<file path="config.mk">
export PLATFORM = sky130hd
export DESIGN_NAME = disk_power_mode_controller
export DESIGN_NICKNAME = d
export VERILOG_FILES = /design/src/shared/pwr_mode_pkg.sv /design/src/disk_power_mode_controller.sv
export SDC_FILE = /design/constraint.sdc
export NUM_CORES = 2
export LEC_CHECK = 0
export ABC_AREA = 1
export BUFFER_PORTS_ARGS = -buffer_cell sky130_fd_sc_hd__buf_4
export CAP_MARGIN = 20
export CORE_ASPECT_RATIO = 0.8
export CORE_MARGIN = 8
export CORE_UTILIZATION = 35
export CTS_CLUSTER_DIAMETER = 200
export DETAILED_ROUTE_END_ITERATION = 8
export PLACE_DENSITY = 0.53
export SLEW_MARGIN = 20
export SYNTH_ARGS = -nofsm -noshare
export SYNTH_HDL_FRONTEND = slang
export SYNTH_SLANG_ARGS = --single-unit
export TNS_END_PERCENT = 5
</file>
<file path="constraint.sdc">
create_clock -name ref_clk -period 14.2 [get_ports ref_clk]
set_input_delay 1.42 -clock ref_clk [delete_from_list [all_inputs] [get_ports ref_clk]]
set_output_delay 1.42 -clock ref_clk [all_outputs]
set_load 0.03 [all_outputs]
</file>
<file path="src/shared/pwr_mode_pkg.sv">
/*
 * Shared constants and types for the disk power-mode controller: register map,
 * command codes, mode encodings and timing counts.
 * Assumes a 200 MHz clock and a 32-bit Avalon-MM slave port.
 */
package pwr_mode_pkg;
	localparam int unsigned clk_mhz = 200;

	// Register byte offsets
	localparam logic [5:0] reg_cmd = 6'h00;
	localparam logic [5:0] reg_status = 6'h04;
	localparam logic [5:0] reg_config = 6'h08;
	localparam logic [5:0] reg_lba_in = 6'h0c;
	localparam logic [5:0] reg_lba_out = 6'h10;
	localparam logic [5:0] reg_geom = 6'h14;
	localparam logic [5:0] reg_ident = 6'h18;
	localparam logic [5:0] reg_mech = 6'h1c;

	// Command opcodes (cmd register bits 7:0, sector count 15:8, feature 23:16)
	localparam logic [7:0] op_standby_imm = 8'he0;
	localparam logic [7:0] op_idle_imm = 8'he1;
	localparam logic [7:0] op_standby = 8'he2;
	localparam logic [7:0] op_idle = 8'he3;
	localparam logic [7:0] op_check_mode = 8'he5;
	localparam logic [7:0] op_sleep = 8'he6;
	localparam logic [7:0] op_set_features = 8'hef;
	localparam logic [7:0] feat_apm_on = 8'h05;
	localparam logic [7:0] feat_apm_off = 8'h85;
	localparam logic [7:0] apm_level_min = 8'h01;
	localparam logic [7:0] apm_level_max = 8'hfe;

	// Check-mode answer codes
	localparam logic [7:0] ans_standby = 8'h00;
	localparam logic [7:0] ans_entering = 8'h40;
	localparam logic [7:0] ans_leaving = 8'h41;
	localparam logic [7:0] ans_active = 8'hff;

	// Status and identify bit positions
	localparam int unsigned st_busy = 7;
	localparam int unsigned st_ready = 6;
	localparam int unsigned st_seek_done = 4;
	localparam int unsigned id83_apm_bit = 3;
	localparam logic [7:0] id83_low = 8'h08;

	// Timing
	localparam int unsigned timer_unit_s = 5;
	localparam int unsigned default_timer_min = 109;
	localparam int unsigned sleep_hold_s = 2;
	localparam int unsigned active_idle_rec_ms = 20;
	localparam int unsigned low_idle_rec_ms = 300;
	localparam longint unsigned cyc_per_s = longint'(clk_mhz) * 1000000;
	localparam longint unsigned timer_unit_cyc = cyc_per_s * timer_unit_s;
	localparam logic [15:0] default_timer_units = 16'(default_timer_min * 60 / timer_unit_s);
	localparam longint unsigned sleep_hold_cyc = cyc_per_s * sleep_hold_s;
	localparam longint unsigned active_idle_cyc = cyc_per_s / 1000 * active_idle_rec_ms;
	localparam longint unsigned low_idle_cyc = cyc_per_s / 1000 * low_idle_rec_ms;

	typedef enum logic [2:0] {
		m_active, m_idle, m_standby, m_sleep
	} pmode_t;

	typedef enum logic [1:0] {
		idle_perf, idle_act, idle_low
	} idle_sub_t;

	typedef struct packed {
		logic write;
		logic read;
		logic [5:0] address;
		logic [31:0] writedata;
	} av_req_t;

	typedef struct packed {
		logic media_on;
		logic heads_loaded;
		logic servo_on;
		logic spindle_on;
		logic brake;
		logic iface_active;
	} mech_t;
endpackage

</file>
<file path="src/disk_power_mode_controller.sv">
/*
 * Power-mode controller: active/idle/standby/sleep state machine, standby
 * timer, standby/sleep completion sequence, adaptive idle sub-modes, APM
 * level handling and linear address mapping, reached over Avalon-MM.
 * Assumes the mechanics answer flush_done, unload_done and spindle_stopped
 * as levels on the same clock, and an option strap on an async pin.
 */
// The address map and the Avalon-MM slave port were decided locally.

// What this block does
// RQ1 - Linear address equals (cyl*heads+head)*sectors+sector-1 for current geometry.
// RQ2 - Sleep command makes interface inactive; only reset leaves sleep, into standby.
// RQ3 - Idle commands go to idle at once; plain idle loads and starts timer.
// RQ4 - Standby commands go to standby at once; plain standby loads timer. Here standby is entered only after the flush and unload steps.
// RQ5 - Check-mode reports standby, entering standby or leaving standby.
// RQ6 - Standby/sleep completion: flush, unload, status, irq, brake, wait stop, post.
// RQ7 - No command within timer period in active or idle enters standby.
// RQ8 - Zero sector count sets the standby period to 109 minutes.
// RQ9 - Ready set in active, idle, standby; any command accepted when not busy.
// RQ10 - Host neither reads status nor issues commands while device sleeps.
// RQ11 - Idle and standby show busy clear, ready set; media off in standby, sleep.
// RQ12 - Registers and interrupt stay valid two seconds after sleep completes.
// RQ13 - Host should not read status before soft reset that wakes sleep.
// RQ14 - After power-on or hard reset enter idle or standby per option.
// RQ15 - APM level accepted from 01h to FEh, handled in bands.
// RQ16 - APM enabled and disabled by separate set-features subcommands.
// RQ17 - With APM and timer, standby on whichever comes first.
// RQ18 - Identify word 83 bit 3 shows support; word 91 shows current level.
// RQ19 - After active processing enter performance idle, all electronics powered.
// RQ20 - Active idle parks head mid-disk without servo; about 20 ms recovery.
// RQ21 - Low power idle unloads heads, spindle spinning; about 300 ms recovery.
// RQ22 - Idle delays chosen adaptively from inter-command intervals, bounded by level.
// RQ23 - Any host command restarts the standby inactivity count.
module disk_power_mode_controller #(
	parameter longint unsigned unit_cyc = pwr_mode_pkg::timer_unit_cyc,
	parameter longint unsigned hold_cyc = pwr_mode_pkg::sleep_hold_cyc,
	parameter longint unsigned act_rec_cyc = pwr_mode_pkg::active_idle_cyc,
	parameter longint unsigned low_rec_cyc = pwr_mode_pkg::low_idle_cyc
) (
	input wire logic ref_clk,
	input wire logic reset_n,
	input wire logic clk_en,
	input wire logic soft_reset,
	input wire logic standby_option_pin,
	input wire pwr_mode_pkg::av_req_t av_req,
	output logic [31:0] av_readdata,
	output logic av_waitrequest,
	output logic intrq,
	input wire logic flush_done,
	input wire logic unload_done,
	input wire logic spindle_stopped,
	output pwr_mode_pkg::mech_t mech
);
	import pwr_mode_pkg::*;

	typedef enum logic [2:0] {
		seq_none, seq_flush, seq_unload, seq_irq, seq_brake, seq_post
	} seq_t;

	logic rst_s1_q, rst_n_q;
	always_ff @(posedge ref_clk or negedge reset_n) begin
		if (!reset_n) begin
			rst_s1_q <= 1'b0;
			rst_n_q <= 1'b0;
		end else begin
			rst_s1_q <= 1'b1;
			rst_n_q <= rst_s1_q;
		end
	end

	logic [2:0] opt_q, opt_d;
	logic [1:0] fill_q, fill_d;
	logic strap_ok;
	// Strap counts only once all three stages hold pin samples
	always_comb begin
		opt_d = {opt_q[1:0], standby_option_pin};
		fill_d = (fill_q == 2'h3) ? fill_q : fill_q + 2'h1;
	end
	always_ff @(posedge ref_clk or negedge rst_n_q) begin
		if (!rst_n_q) begin
			opt_q <= 3'h0;
			fill_q <= 2'h0;
		end else if (clk_en) begin
			opt_q <= opt_d;
			fill_q <= fill_d;
		end
	end
	assign strap_ok = fill_q == 2'h3 && opt_q[2] == opt_q[1];

	pmode_t mode_q, mode_d;
	idle_sub_t sub_q, sub_d;
	seq_t seq_q, seq_d;
	logic seq_sleep_q, seq_sleep_d;
	logic busy_q, busy_d, intrq_q, intrq_d, strap_done_q, strap_done_d;
	logic apm_en_q, apm_en_d;
	logic [7:0] apm_lvl_q, apm_lvl_d, answer_q, answer_d, err_q, err_d;
	logic [15:0] timer_units_q, timer_units_d, left_units_q, left_units_d;
	logic timer_on_q, timer_on_d;
	logic [39:0] unit_cnt_q, unit_cnt_d, idle_cnt_q, idle_cnt_d;
	logic [39:0] gap_avg_q, gap_avg_d, since_cmd_q, since_cmd_d;
	logic [39:0] hold_cnt_q, hold_cnt_d;
	logic regs_valid_q, regs_valid_d;
	logic [23:0] lba_out_q, lba_out_d;
	logic [7:0] heads_q, heads_d, spt_q, spt_d;
	logic [31:0] rdata_q, rdata_d;
	logic ack_q, ack_d;

	logic access, wr_cmd, accept;
	logic [7:0] opcode, count, feat;
	logic [39:0] delay_lim, to_act, to_low;
	assign access = (av_req.read || av_req.write) && !ack_q;
	assign opcode = av_req.writedata[7:0];
	assign count = av_req.writedata[15:8];
	assign feat = av_req.writedata[23:16];
	assign wr_cmd = access && av_req.write && av_req.address == reg_cmd;
	// RQ9 any command if not busy
	assign accept = wr_cmd && !busy_q && mode_q != m_sleep;
	// RQ22 bound from level band
	assign delay_lim = 40'(apm_lvl_q[7] ? act_rec_cyc : low_rec_cyc);
	assign to_act = (gap_avg_q > delay_lim) ? delay_lim : gap_avg_q;
	assign to_low = to_act << 3;

	always_comb begin
		mode_d = mode_q;
		sub_d = sub_q;
		seq_d = seq_q;
		seq_sleep_d = seq_sleep_q;
		busy_d = busy_q;
		intrq_d = intrq_q;
		strap_done_d = strap_done_q | strap_ok;
		apm_en_d = apm_en_q;
		apm_lvl_d = apm_lvl_q;
		answer_d = answer_q;
		err_d = err_q;
		timer_units_d = timer_units_q;
		left_units_d = left_units_q;
		timer_on_d = timer_on_q;
		unit_cnt_d = unit_cnt_q;
		idle_cnt_d = idle_cnt_q;
		gap_avg_d = gap_avg_q;
		// Saturates so a long quiet spell cannot wrap the interval history
		since_cmd_d = (since_cmd_q == '1) ? since_cmd_q : since_cmd_q + 40'h1;
		hold_cnt_d = hold_cnt_q;
		regs_valid_d = regs_valid_q;
		lba_out_d = lba_out_q;
		heads_d = heads_q;
		spt_d = spt_q;
		// RQ14 option picks start mode
		if (!strap_done_q && strap_ok) mode_d = opt_q[2] ? m_standby : m_idle;
		// Timer pauses while a completion sequence runs
		// RQ7 timer in active or idle
		if (timer_on_q && (mode_q == m_active || mode_q == m_idle) && seq_q == seq_none) begin
			if (unit_cnt_q >= unit_cyc - 1) begin
				unit_cnt_d = '0;
				left_units_d = left_units_q - 16'h1;
				if (left_units_q <= 16'h1) begin
					mode_d = m_standby;
					left_units_d = timer_units_q;
				end
			end else unit_cnt_d = unit_cnt_q + 40'h1;
		end
		// RQ19 sub-modes while idle
		if (mode_q == m_idle && seq_q == seq_none) begin
			idle_cnt_d = idle_cnt_q + 40'h1;
			// RQ20 enter active idle
			if (apm_en_q && sub_q == idle_perf && idle_cnt_q >= to_act) sub_d = idle_act;
			// RQ21 enter low power idle
			if (apm_en_q && sub_q == idle_act && idle_cnt_q >= to_low) sub_d = idle_low;
			// RQ17 algorithm standby
			if (apm_en_q && apm_lvl_q < 8'h80 && sub_q == idle_low && idle_cnt_q >= to_low << 2)
				mode_d = m_standby;
		end
		// RQ12 hold window
		if (mode_q == m_sleep && regs_valid_q) begin
			if (hold_cnt_q >= hold_cyc - 1) regs_valid_d = 1'b0;
			else hold_cnt_d = hold_cnt_q + 40'h1;
		end
		// RQ6 completion order
		unique case (seq_q)
			seq_none: ;
			seq_flush: if (flush_done) seq_d = seq_unload;
			seq_unload: if (unload_done) seq_d = seq_irq;
			seq_irq: begin
				busy_d = 1'b0;
				intrq_d = 1'b1;
				seq_d = seq_brake;
				if (seq_sleep_q) begin
					// RQ2 interface off after sleep
					mode_d = m_sleep;
					regs_valid_d = 1'b1;
					hold_cnt_d = '0;
				end else mode_d = m_standby;
			end
			seq_brake: if (spindle_stopped) seq_d = seq_post;
			seq_post: seq_d = seq_none;
			default: seq_d = seq_none;
		endcase
		// Status read clears intrq and wins over a completion in the same cycle
		if (access && av_req.read && av_req.address == reg_status) intrq_d = 1'b0;
		if (access && av_req.write && av_req.address == reg_geom) begin
			heads_d = av_req.writedata[7:0];
			spt_d = av_req.writedata[15:8];
		end
		if (access && av_req.write && av_req.address == reg_lba_in) begin
			// RQ1 linear mapping
			lba_out_d = 24'((({8'h0, av_req.writedata[15:0]} * heads_q + av_req.writedata[23:16])
				* spt_q) + av_req.writedata[31:24] - 24'h1);
		end
		if (accept) begin
			// RQ23 restart on command
			unit_cnt_d = '0;
			left_units_d = timer_units_q;
			// RQ22 interval history
			gap_avg_d = gap_avg_q - (gap_avg_q >> 2) + (since_cmd_q >> 2);
			since_cmd_d = '0;
			idle_cnt_d = '0;
			sub_d = idle_perf;
			err_d = 8'h00;
			intrq_d = 1'b1;
			unique case (opcode)
				op_idle, op_idle_imm: begin
					// RQ3 idle now
					mode_d = m_idle;
					if (opcode == op_idle) begin
						// RQ8 zero count default
						timer_units_d = (count == 8'h00) ? default_timer_units : {8'h0, count};
						left_units_d = timer_units_d;
						timer_on_d = 1'b1;
					end
				end
				op_standby, op_standby_imm, op_sleep: begin
					// RQ4 standby after the flush and unload steps
					if (opcode == op_standby) begin
						timer_units_d = (count == 8'h00) ? default_timer_units : {8'h0, count};
						left_units_d = timer_units_d;
					end
					busy_d = 1'b1;
					intrq_d = 1'b0;
					seq_sleep_d = opcode == op_sleep;
					seq_d = seq_flush;
				end
				op_check_mode: begin
					// RQ5 report standby state
					if (seq_q != seq_none) answer_d = ans_entering;
					else if (mode_q == m_standby) answer_d = ans_standby;
					else answer_d = ans_active;
				end
				op_set_features: begin
					// Abort code for a refused level or subcommand
					// RQ16 separate subcommands
					if (feat == feat_apm_on) begin
						// RQ15 range check
						if (count >= apm_level_min && count <= apm_level_max) begin
							apm_en_d = 1'b1;
							apm_lvl_d = count;
						end else err_d = 8'h04;
					end else if (feat == feat_apm_off) begin
						apm_en_d = 1'b0;
						apm_lvl_d = 8'h00;
					end else err_d = 8'h04;
				end
				default: mode_d = m_idle;
			endcase
			if (mode_q == m_standby && opcode != op_check_mode && mode_d != m_standby)
				answer_d = ans_leaving;
		end
		// RQ2 soft reset wakes into standby
		if (soft_reset && mode_q == m_sleep) begin
			mode_d = m_standby;
			seq_d = seq_none;
			busy_d = 1'b0;
			intrq_d = 1'b0;
		end
	end

	always_ff @(posedge ref_clk or negedge rst_n_q) begin
		if (!rst_n_q) begin
			mode_q <= m_idle;
			sub_q <= idle_perf;
			seq_q <= seq_none;
			seq_sleep_q <= 1'b0;
			busy_q <= 1'b0;
			intrq_q <= 1'b0;
			strap_done_q <= 1'b0;
			apm_en_q <= 1'b0;
			apm_lvl_q <= 8'h00;
			answer_q <= ans_active;
			err_q <= 8'h01;
			timer_units_q <= 16'h0;
			left_units_q <= 16'h0;
			timer_on_q <= 1'b0;
			unit_cnt_q <= '0;
			idle_cnt_q <= '0;
			gap_avg_q <= '0;
			since_cmd_q <= '0;
			hold_cnt_q <= '0;
			regs_valid_q <= 1'b1;
			lba_out_q <= 24'h0;
			heads_q <= 8'h10;
			spt_q <= 8'h3f;
		end else if (clk_en) begin
			mode_q <= mode_d;
			sub_q <= sub_d;
			seq_q <= seq_d;
			seq_sleep_q <= seq_sleep_d;
			busy_q <= busy_d;
			intrq_q <= intrq_d;
			strap_done_q <= strap_done_d;
			apm_en_q <= apm_en_d;
			apm_lvl_q <= apm_lvl_d;
			answer_q <= answer_d;
			err_q <= err_d;
			timer_units_q <= timer_units_d;
			left_units_q <= left_units_d;
			timer_on_q <= timer_on_d;
			unit_cnt_q <= unit_cnt_d;
			idle_cnt_q <= idle_cnt_d;
			gap_avg_q <= gap_avg_d;
			since_cmd_q <= since_cmd_d;
			hold_cnt_q <= hold_cnt_d;
			regs_valid_q <= regs_valid_d;
			lba_out_q <= lba_out_d;
			heads_q <= heads_d;
			spt_q <= spt_d;
		end
	end

	// Bus answer: one wait cycle then data
	// Side effects land at the request edge; waitrequest only paces the master
	always_comb begin
		ack_d = access;
		rdata_d = 32'h0;
		if (access && av_req.read) begin
			unique case (av_req.address)
				// RQ11 status per mode
				reg_status: rdata_d = {16'h0, err_q, busy_q,
					mode_q != m_sleep && !busy_q, 1'b0, mode_q != m_sleep && !busy_q, 4'h0};
				reg_config: rdata_d = {21'h0, timer_on_q, 3'h0, sub_q, 1'b0, mode_q, 1'b0};
				reg_cmd: rdata_d = {24'h0, answer_q};
				reg_lba_out: rdata_d = {8'h0, lba_out_q};
				reg_geom: rdata_d = {16'h0, spt_q, heads_q};
				// RQ18 identify words
				reg_ident: rdata_d = {8'h0, apm_lvl_q, 8'h0, id83_low};
				reg_mech: rdata_d = {26'h0, mech};
				default: rdata_d = 32'h0;
			endcase
			// Past the hold window the registers read as zero
			if (mode_q == m_sleep && !regs_valid_q) rdata_d = 32'h0;
		end
	end

	always_ff @(posedge ref_clk or negedge rst_n_q) begin
		if (!rst_n_q) begin
			ack_q <= 1'b0;
			rdata_q <= 32'h0;
		end else if (clk_en) begin
			ack_q <= ack_d;
			rdata_q <= rdata_d;
		end
	end

	assign av_waitrequest = !ack_q;
	assign av_readdata = rdata_q;
	assign intrq = intrq_q && (mode_q != m_sleep || regs_valid_q);

	// Media, heads and servo follow the mode, all off while a sequence runs
	always_comb begin
		mech.iface_active = mode_q != m_sleep;
		mech.media_on = (mode_q == m_active || mode_q == m_idle) && seq_q == seq_none;
		mech.spindle_on = mech.media_on || seq_q == seq_flush || seq_q == seq_unload;
		mech.heads_loaded = mech.media_on && !(mode_q == m_idle && sub_q == idle_low);
		mech.servo_on = mech.heads_loaded && !(mode_q == m_idle && sub_q == idle_act);
		mech.brake = seq_q == seq_brake;
	end
endmodule // disk_power_mode_controller

</file>
-- Word level (Yosys, flattened, before mapping)
Cells that the tools add are included.
- flip-flop bits (word level): 351
- output and inout bits: 40
- logic and storage cells: 237
- add/sub/neg operators: 11
- $mul: 2
- $lt $le $gt $ge: 10
- equal/unequal tests: 33
- multiplexer cells: 75
- bitwise logic cells: 2
- reductions and logical operators: 75
- operator list (kind ; count):
    40-bit two-way mux ; 12
    24-bit case mux with 7 select lines ; 1
    40-bit by 1-bit adder with 40-bit output (second input constant) ; 4
    40-bit >= comparator ; 3
    16-bit two-way mux ; 6
    8-bit two-way mux ; 9
    8-bit equality test (second input constant) ; 8
    32-bit two-way mux ; 2
    3-bit two-way mux ; 19
    24-bit by 8-bit adder with 24-bit output ; 2
    40-bit by 38-bit adder with 40-bit output ; 1
    40-bit equality test (second input constant) ; 1
    40-bit by 29-bit >= comparator with 1-bit output (second input constant) ; 1
    40-bit by 30-bit >= comparator with 1-bit output (second input constant) ; 1
    40-bit by 26-bit greater-than comparator with 1-bit output ; 1
    40-bit by 38-bit subtractor with 40-bit output ; 1
    1-bit logical AND ; 34
    16-bit case mux with 2 select lines ; 1
    26-bit two-way mux ; 1
    6-bit by 5-bit equality test with 1-bit output (second input constant) ; 4
    16-bit by 8-bit multiplier with 24-bit output ; 1
    24-bit by 8-bit multiplier with 24-bit output ; 1
    24-bit by 1-bit subtractor with 24-bit output (second input constant) ; 1
    1-bit two-way mux ; 17
    40 further kinds ; 76

-- Depth between registers and ports, before layout
- depth in word-level cells: 16
- depth in mapped cells: 47
- depth with buffers taken out: 45

-- Worst setup path before layout
Ideal clock, no wire load.
- kind: input-to-reg
- from: input port av_req[0] (netlist name)
- to: register lba_out_q[18]
- setup time: 118 ps
- arrival time: 9110 ps
- data required time: 14082 ps
- setup slack: 4972 ps
- stages: 37
- path buffers: 1
- path through: clkbuf_1 -> nand2_1 -> fa_1 -> fa_1 -> inv_1 -> fa_1 -> inv_1 -> fa_1 -> inv_1 -> ha_1 -> nand2_1 -> inv_1 -> nand2_1 -> nand2_1 -> xor2_1 -> nand2_1 -> fa_1 -> inv_1 -> fa_1 -> inv_1 -> fa_1 -> inv_1 -> fa_1 -> ha_1 -> ha_1 -> nand2_1 -> nor2_1 -> and3_1 -> nor2_1 -> o21ai_0 -> a21boi_0 -> inv_1 -> nand2_1 -> nand2_1 -> or2_2 -> nand3_1 -> nand2_1
- word-level cells in the longest chain between the ends: 5
- RTL lines (item ; RTL line ; RTL):
    from (decl) ; disk_power_mode_controller.sv:45 ; input wire pwr_mode_pkg::av_req_t av_req,
    16-bit by 8-bit multiplier with 24-bit output ; disk_power_mode_controller.sv:206 ; lba_out_d = 24'((({8'h0, av_req.writedata[15:0]} * heads_q + av_req.writedata[23:16])
    24-bit by 8-bit adder with 24-bit output ; disk_power_mode_controller.sv:206 ;
    24-bit by 8-bit multiplier with 24-bit output ; disk_power_mode_controller.sv:207 ; * spt_q) + av_req.writedata[31:24] - 24'h1);
    24-bit by 8-bit adder with 24-bit output ; disk_power_mode_controller.sv:207 ;
    24-bit by 1-bit subtractor with 24-bit output ; disk_power_mode_controller.sv:207 ;
    to (signal assigned) ; disk_power_mode_controller.sv:322 ; lba_out_q <= lba_out_d;
    to (decl) ; disk_power_mode_controller.sv:103 ; logic [23:0] lba_out_q, lba_out_d;
Every way passes these cells.
A chain may end at the register's enable or synchronous reset.

-- Worst setup path after layout
- from: register heads_q[3]
- to: register lba_out_q[23]
- word-level cells in the longest chain between the ends: 5
- RTL lines (item ; RTL line ; RTL):
    from (decl) ; disk_power_mode_controller.sv:104 ; logic [7:0] heads_q, heads_d, spt_q, spt_d;
    from (signal assigned) ; disk_power_mode_controller.sv:323 ; heads_q <= heads_d;
    16-bit by 8-bit multiplier with 24-bit output ; disk_power_mode_controller.sv:206 ;
    24-bit by 8-bit adder with 24-bit output ; disk_power_mode_controller.sv:206 ;
    24-bit by 8-bit multiplier with 24-bit output ; disk_power_mode_controller.sv:207 ;
    24-bit by 8-bit adder with 24-bit output ; disk_power_mode_controller.sv:207 ;
    24-bit by 1-bit subtractor with 24-bit output ; disk_power_mode_controller.sv:207 ;
Every way passes these cells.

==> metrics <==
status=complete, no violations; clock skew=37.17 ps; Chip Height=between 200 and 300 um; Critical Path RT=14690 ps; Net Sw Frac=47.09%; syn avg cell area=7.311 um^2; Post-synth top flop=dfrtp_1; Seq cells post-synth=around 330; total CTS buffers=40; setup_tns=0 ps; fin crit period=9561 ps; Setup Viol. Count Final=0; Worst-Margin Slew=1124 ps; clk buf depth=3; Slew Limit Fails=0; Post-CTS Hold Buffers=0; IO Port Bufs=79; # DRC=0; clock power share=20.9%; DRT Wirelength=104.2 mm; fin util=38.78%; width of the chip=366.0 um; P_sw=2.444 mW; Ports=88; most common cell after layout, fill and taps aside=nand2_1; Worst Setup End Kind=flip-flop; routability congestion estimate=0.9471; row count=between 100 and 150; grt total ovfl=0; Root Buffer=clkbuf_16; peak supply drop=around 91 uV; clk_lat worst skew=600 ps; vias in the first global route=29.44k; antenna cell count=0; worst-path fanout max=18; number of nets in the layout=approximately 5.3k; Syn Inst Count=approximately 4.7k; Hold Slack=351.2 ps; Layout area overhead=9.660%; Setup CP Type=reg -> reg; Post-CTS Setup Inserts=0; Crit-path slowest cell=dfrtp_1; first-pass GRT wire length=about 170 mm; total track usage=about a fifth; yosys warns=0; CTS tree=yes; initial antenna violation count=2; Max Clock Freq=104.6 MHz; Clock transition at path regs=60 ps; post-route ant nets=0; internal power=2.746 mW; CTS-repair resized insts=0; via count=30.13k; mapped cell area=34300 um^2; fraction of layout cells with a size suffix above 1=between 5 and 6%; Distinct cells, synth=between 60 and 70; number of synthesized flops with an enable pin=0; Seq/Total Area, Yosys=about 24%; Final Cycle Share=67.33%; pwr/cell area=138.0 nW/um^2; commonest cells after routing, fill and taps aside=1101 x nand2_1, 928 x inv_1, 370 x nor2_1, 318 x dfrtp_1, 289 x ha_1; Async SR Flop Fraction=100.0%; total of max-cap violations=0; Detailed Routing Iterations Pass 1=5; Final Hold Vio Count=0; leakage=18.66 nW; Die Footprint=108300 um^2; unrepaired setup endpoints after global routing=false; Placeable Area=96990 um^2; H-tree levels=2; HP Class=reg -> reg; detailed placer's ending HPWL=82.77 mm; sequential fraction of design power=about a quarter; DRT iter0 DRCs=around 2.2k; Avg WL per Cell=17.23 um; CP Launch Type=flip-flop; CTS sink count=332; combinational group share of total power=53.4%; Critical Path Max Stage Delay=1040 ps; largest net degree at the start of global routing=roughly 150; Via density=approximately 5; Slew HR=24.44%; starting density of the core=about 35%; CP Data Arrival Time=10050 ps
synth_stat cells, drive strengths merged (35+ instances only):
| cell type | number | area [um^2] |
|---|---|---|
| clkbuf | 95 | 359.1 |
| dfrtp | 319 | 7983 |
| nor4 | 55 | 380.4 |
| nand4 | 97 | 621.9 |
| o31ai | 35 | 262.8 |
| nand3 | 175 | 885.9 |
| inv | 933 | 3502 |
| nand2 | 1104 | 4151 |
| a21oi | 228 | 1145 |
| ha | 289 | 3616 |
| fa | 249 | 4985 |
| xor2 | 76 | 665.6 |
| o21ai | 233 | 1181 |
| nor2 | 390 | 1536 |
| nor3 | 118 | 616.8 |
cell type report:
| cell class | count | area (um^2) |
|---|---|---|
| well taps | 1300 | 1627 |
| flip-flops and latches | 332 | 8328 |
| fillers | 10300 | 59380 |
| inverters | 935 | 3510 |
| multi-input cells | 3306 | 21980 |
| clock buffers | 58 | 1149 |
| repair buffers | 102 | 798.3 |
| clock inverters | 16 | 216.5 |
power by group through the flow:
| stage | clock network [mW] | logic, mW | registers, mW |
|---|---|---|---|
| 2_1_floorplan | 0 | 2.08 | 1.27 |
| 3_3_place_gp | 0 | 2.74 | 1.35 |
| 3_5_place_dp | 0 | 2.75 | 1.35 |
| 4_1_cts | 1.12 | 2.77 | 1.33 |
| 5_1_grt | 1.15 | 3.17 | 1.37 |
| 6_report | 1.08 | 2.77 | 1.34 |
cell families (layout without fill, tap and decap cells):
logic type | Yosys count | count (layout) | share of synthesized area, %
flops | 332 | 332 | 24.27
xor+xnor | 103 | 103 | 2.630
compound gates | 660 | 660 | 11.21
simple gates | 1992 | 1992 | 24.90
mux | 4 | 4 | 0.1313
fa+ha+maj | 538 | 538 | 25.08
other cells | 2 | 9 | 0.02190
buf+inv | 1060 | 1111 | 11.75
stage by stage:
step | worst slack (ps) | cell area (um^2) | power, mW | instances
2_1_floorplan | 4285 | 34320 | 3.349 | 4698
3_3_place_gp | 4126 | 36210 | 4.089 | 5974
3_5_place_dp | 4148 | 36210 | 4.102 | 5974
4_1_cts | 4699 | 37580 | 5.223 | 6048
5_1_grt | 4008 | 37610 | 5.686 | 6049
6_report | 4640 | 37610 | 5.190 | 6049
per-layer routing:
layer | track usage, % | wire (um) | vias to the layer above
met2 | 29.68 | 45120 | 589
met5 | 0 | 0 | -
li1 | - | - | 14990
met4 | 3.727 | 1801 | 0
met1 | 27.75 | 52360 | 14440
met3 | 2.529 | 4931 | 100
path summary, 6_finish.rpt:
path | cells past startpoint | end | startpoint | slack (ps)
worst max-delay path | 35 | lba_out_q[23] | heads_q[3] | 4640
worst min-delay path | 0 | rst_n_q | rst_s1_q | 350
worst max register to register | 35 | lba_out_q[23] | heads_q[3] | 4640
worst min register to register | 0 | rst_n_q | rst_s1_q | 350
max in group asynchronous | 1 | hold_cnt_q[35] | rst_n_q | 12300
min in group asynchronous | 0 | heads_q[5] | rst_n_q | 440
flip-flops by register name, indices dropped and copies added, names as in the netlist, 8 cells and up:
| name | flops |
|---|---|
| gap_avg_q | 40 |
| since_cmd_q | 40 |
| unit_cnt_q | 40 |
| left_units_q | 16 |
| idle_cnt_q | 40 |
| heads_q | 8 |
| lba_out_q | 24 |
| timer_units_q | 16 |
| spt_q | 8 |
| hold_cnt_q | 40 |
| apm_lvl_q | 8 |
| av_readdata | 24 |
critical path, delay by kind of cell, from the launching register on:
family / cells / cell delay (ps)
buffers and inverters: 8 / 480
xor gates and xnor gates: 1 / 630
DFF: 1 / 1040
adders and majority gates: 11 / 5040
AOI/OAI and AO/OA: 2 / 290
and+or+nand+nor: 13 / 1940
Note: power is estimated with default switching activity, not from simulation.
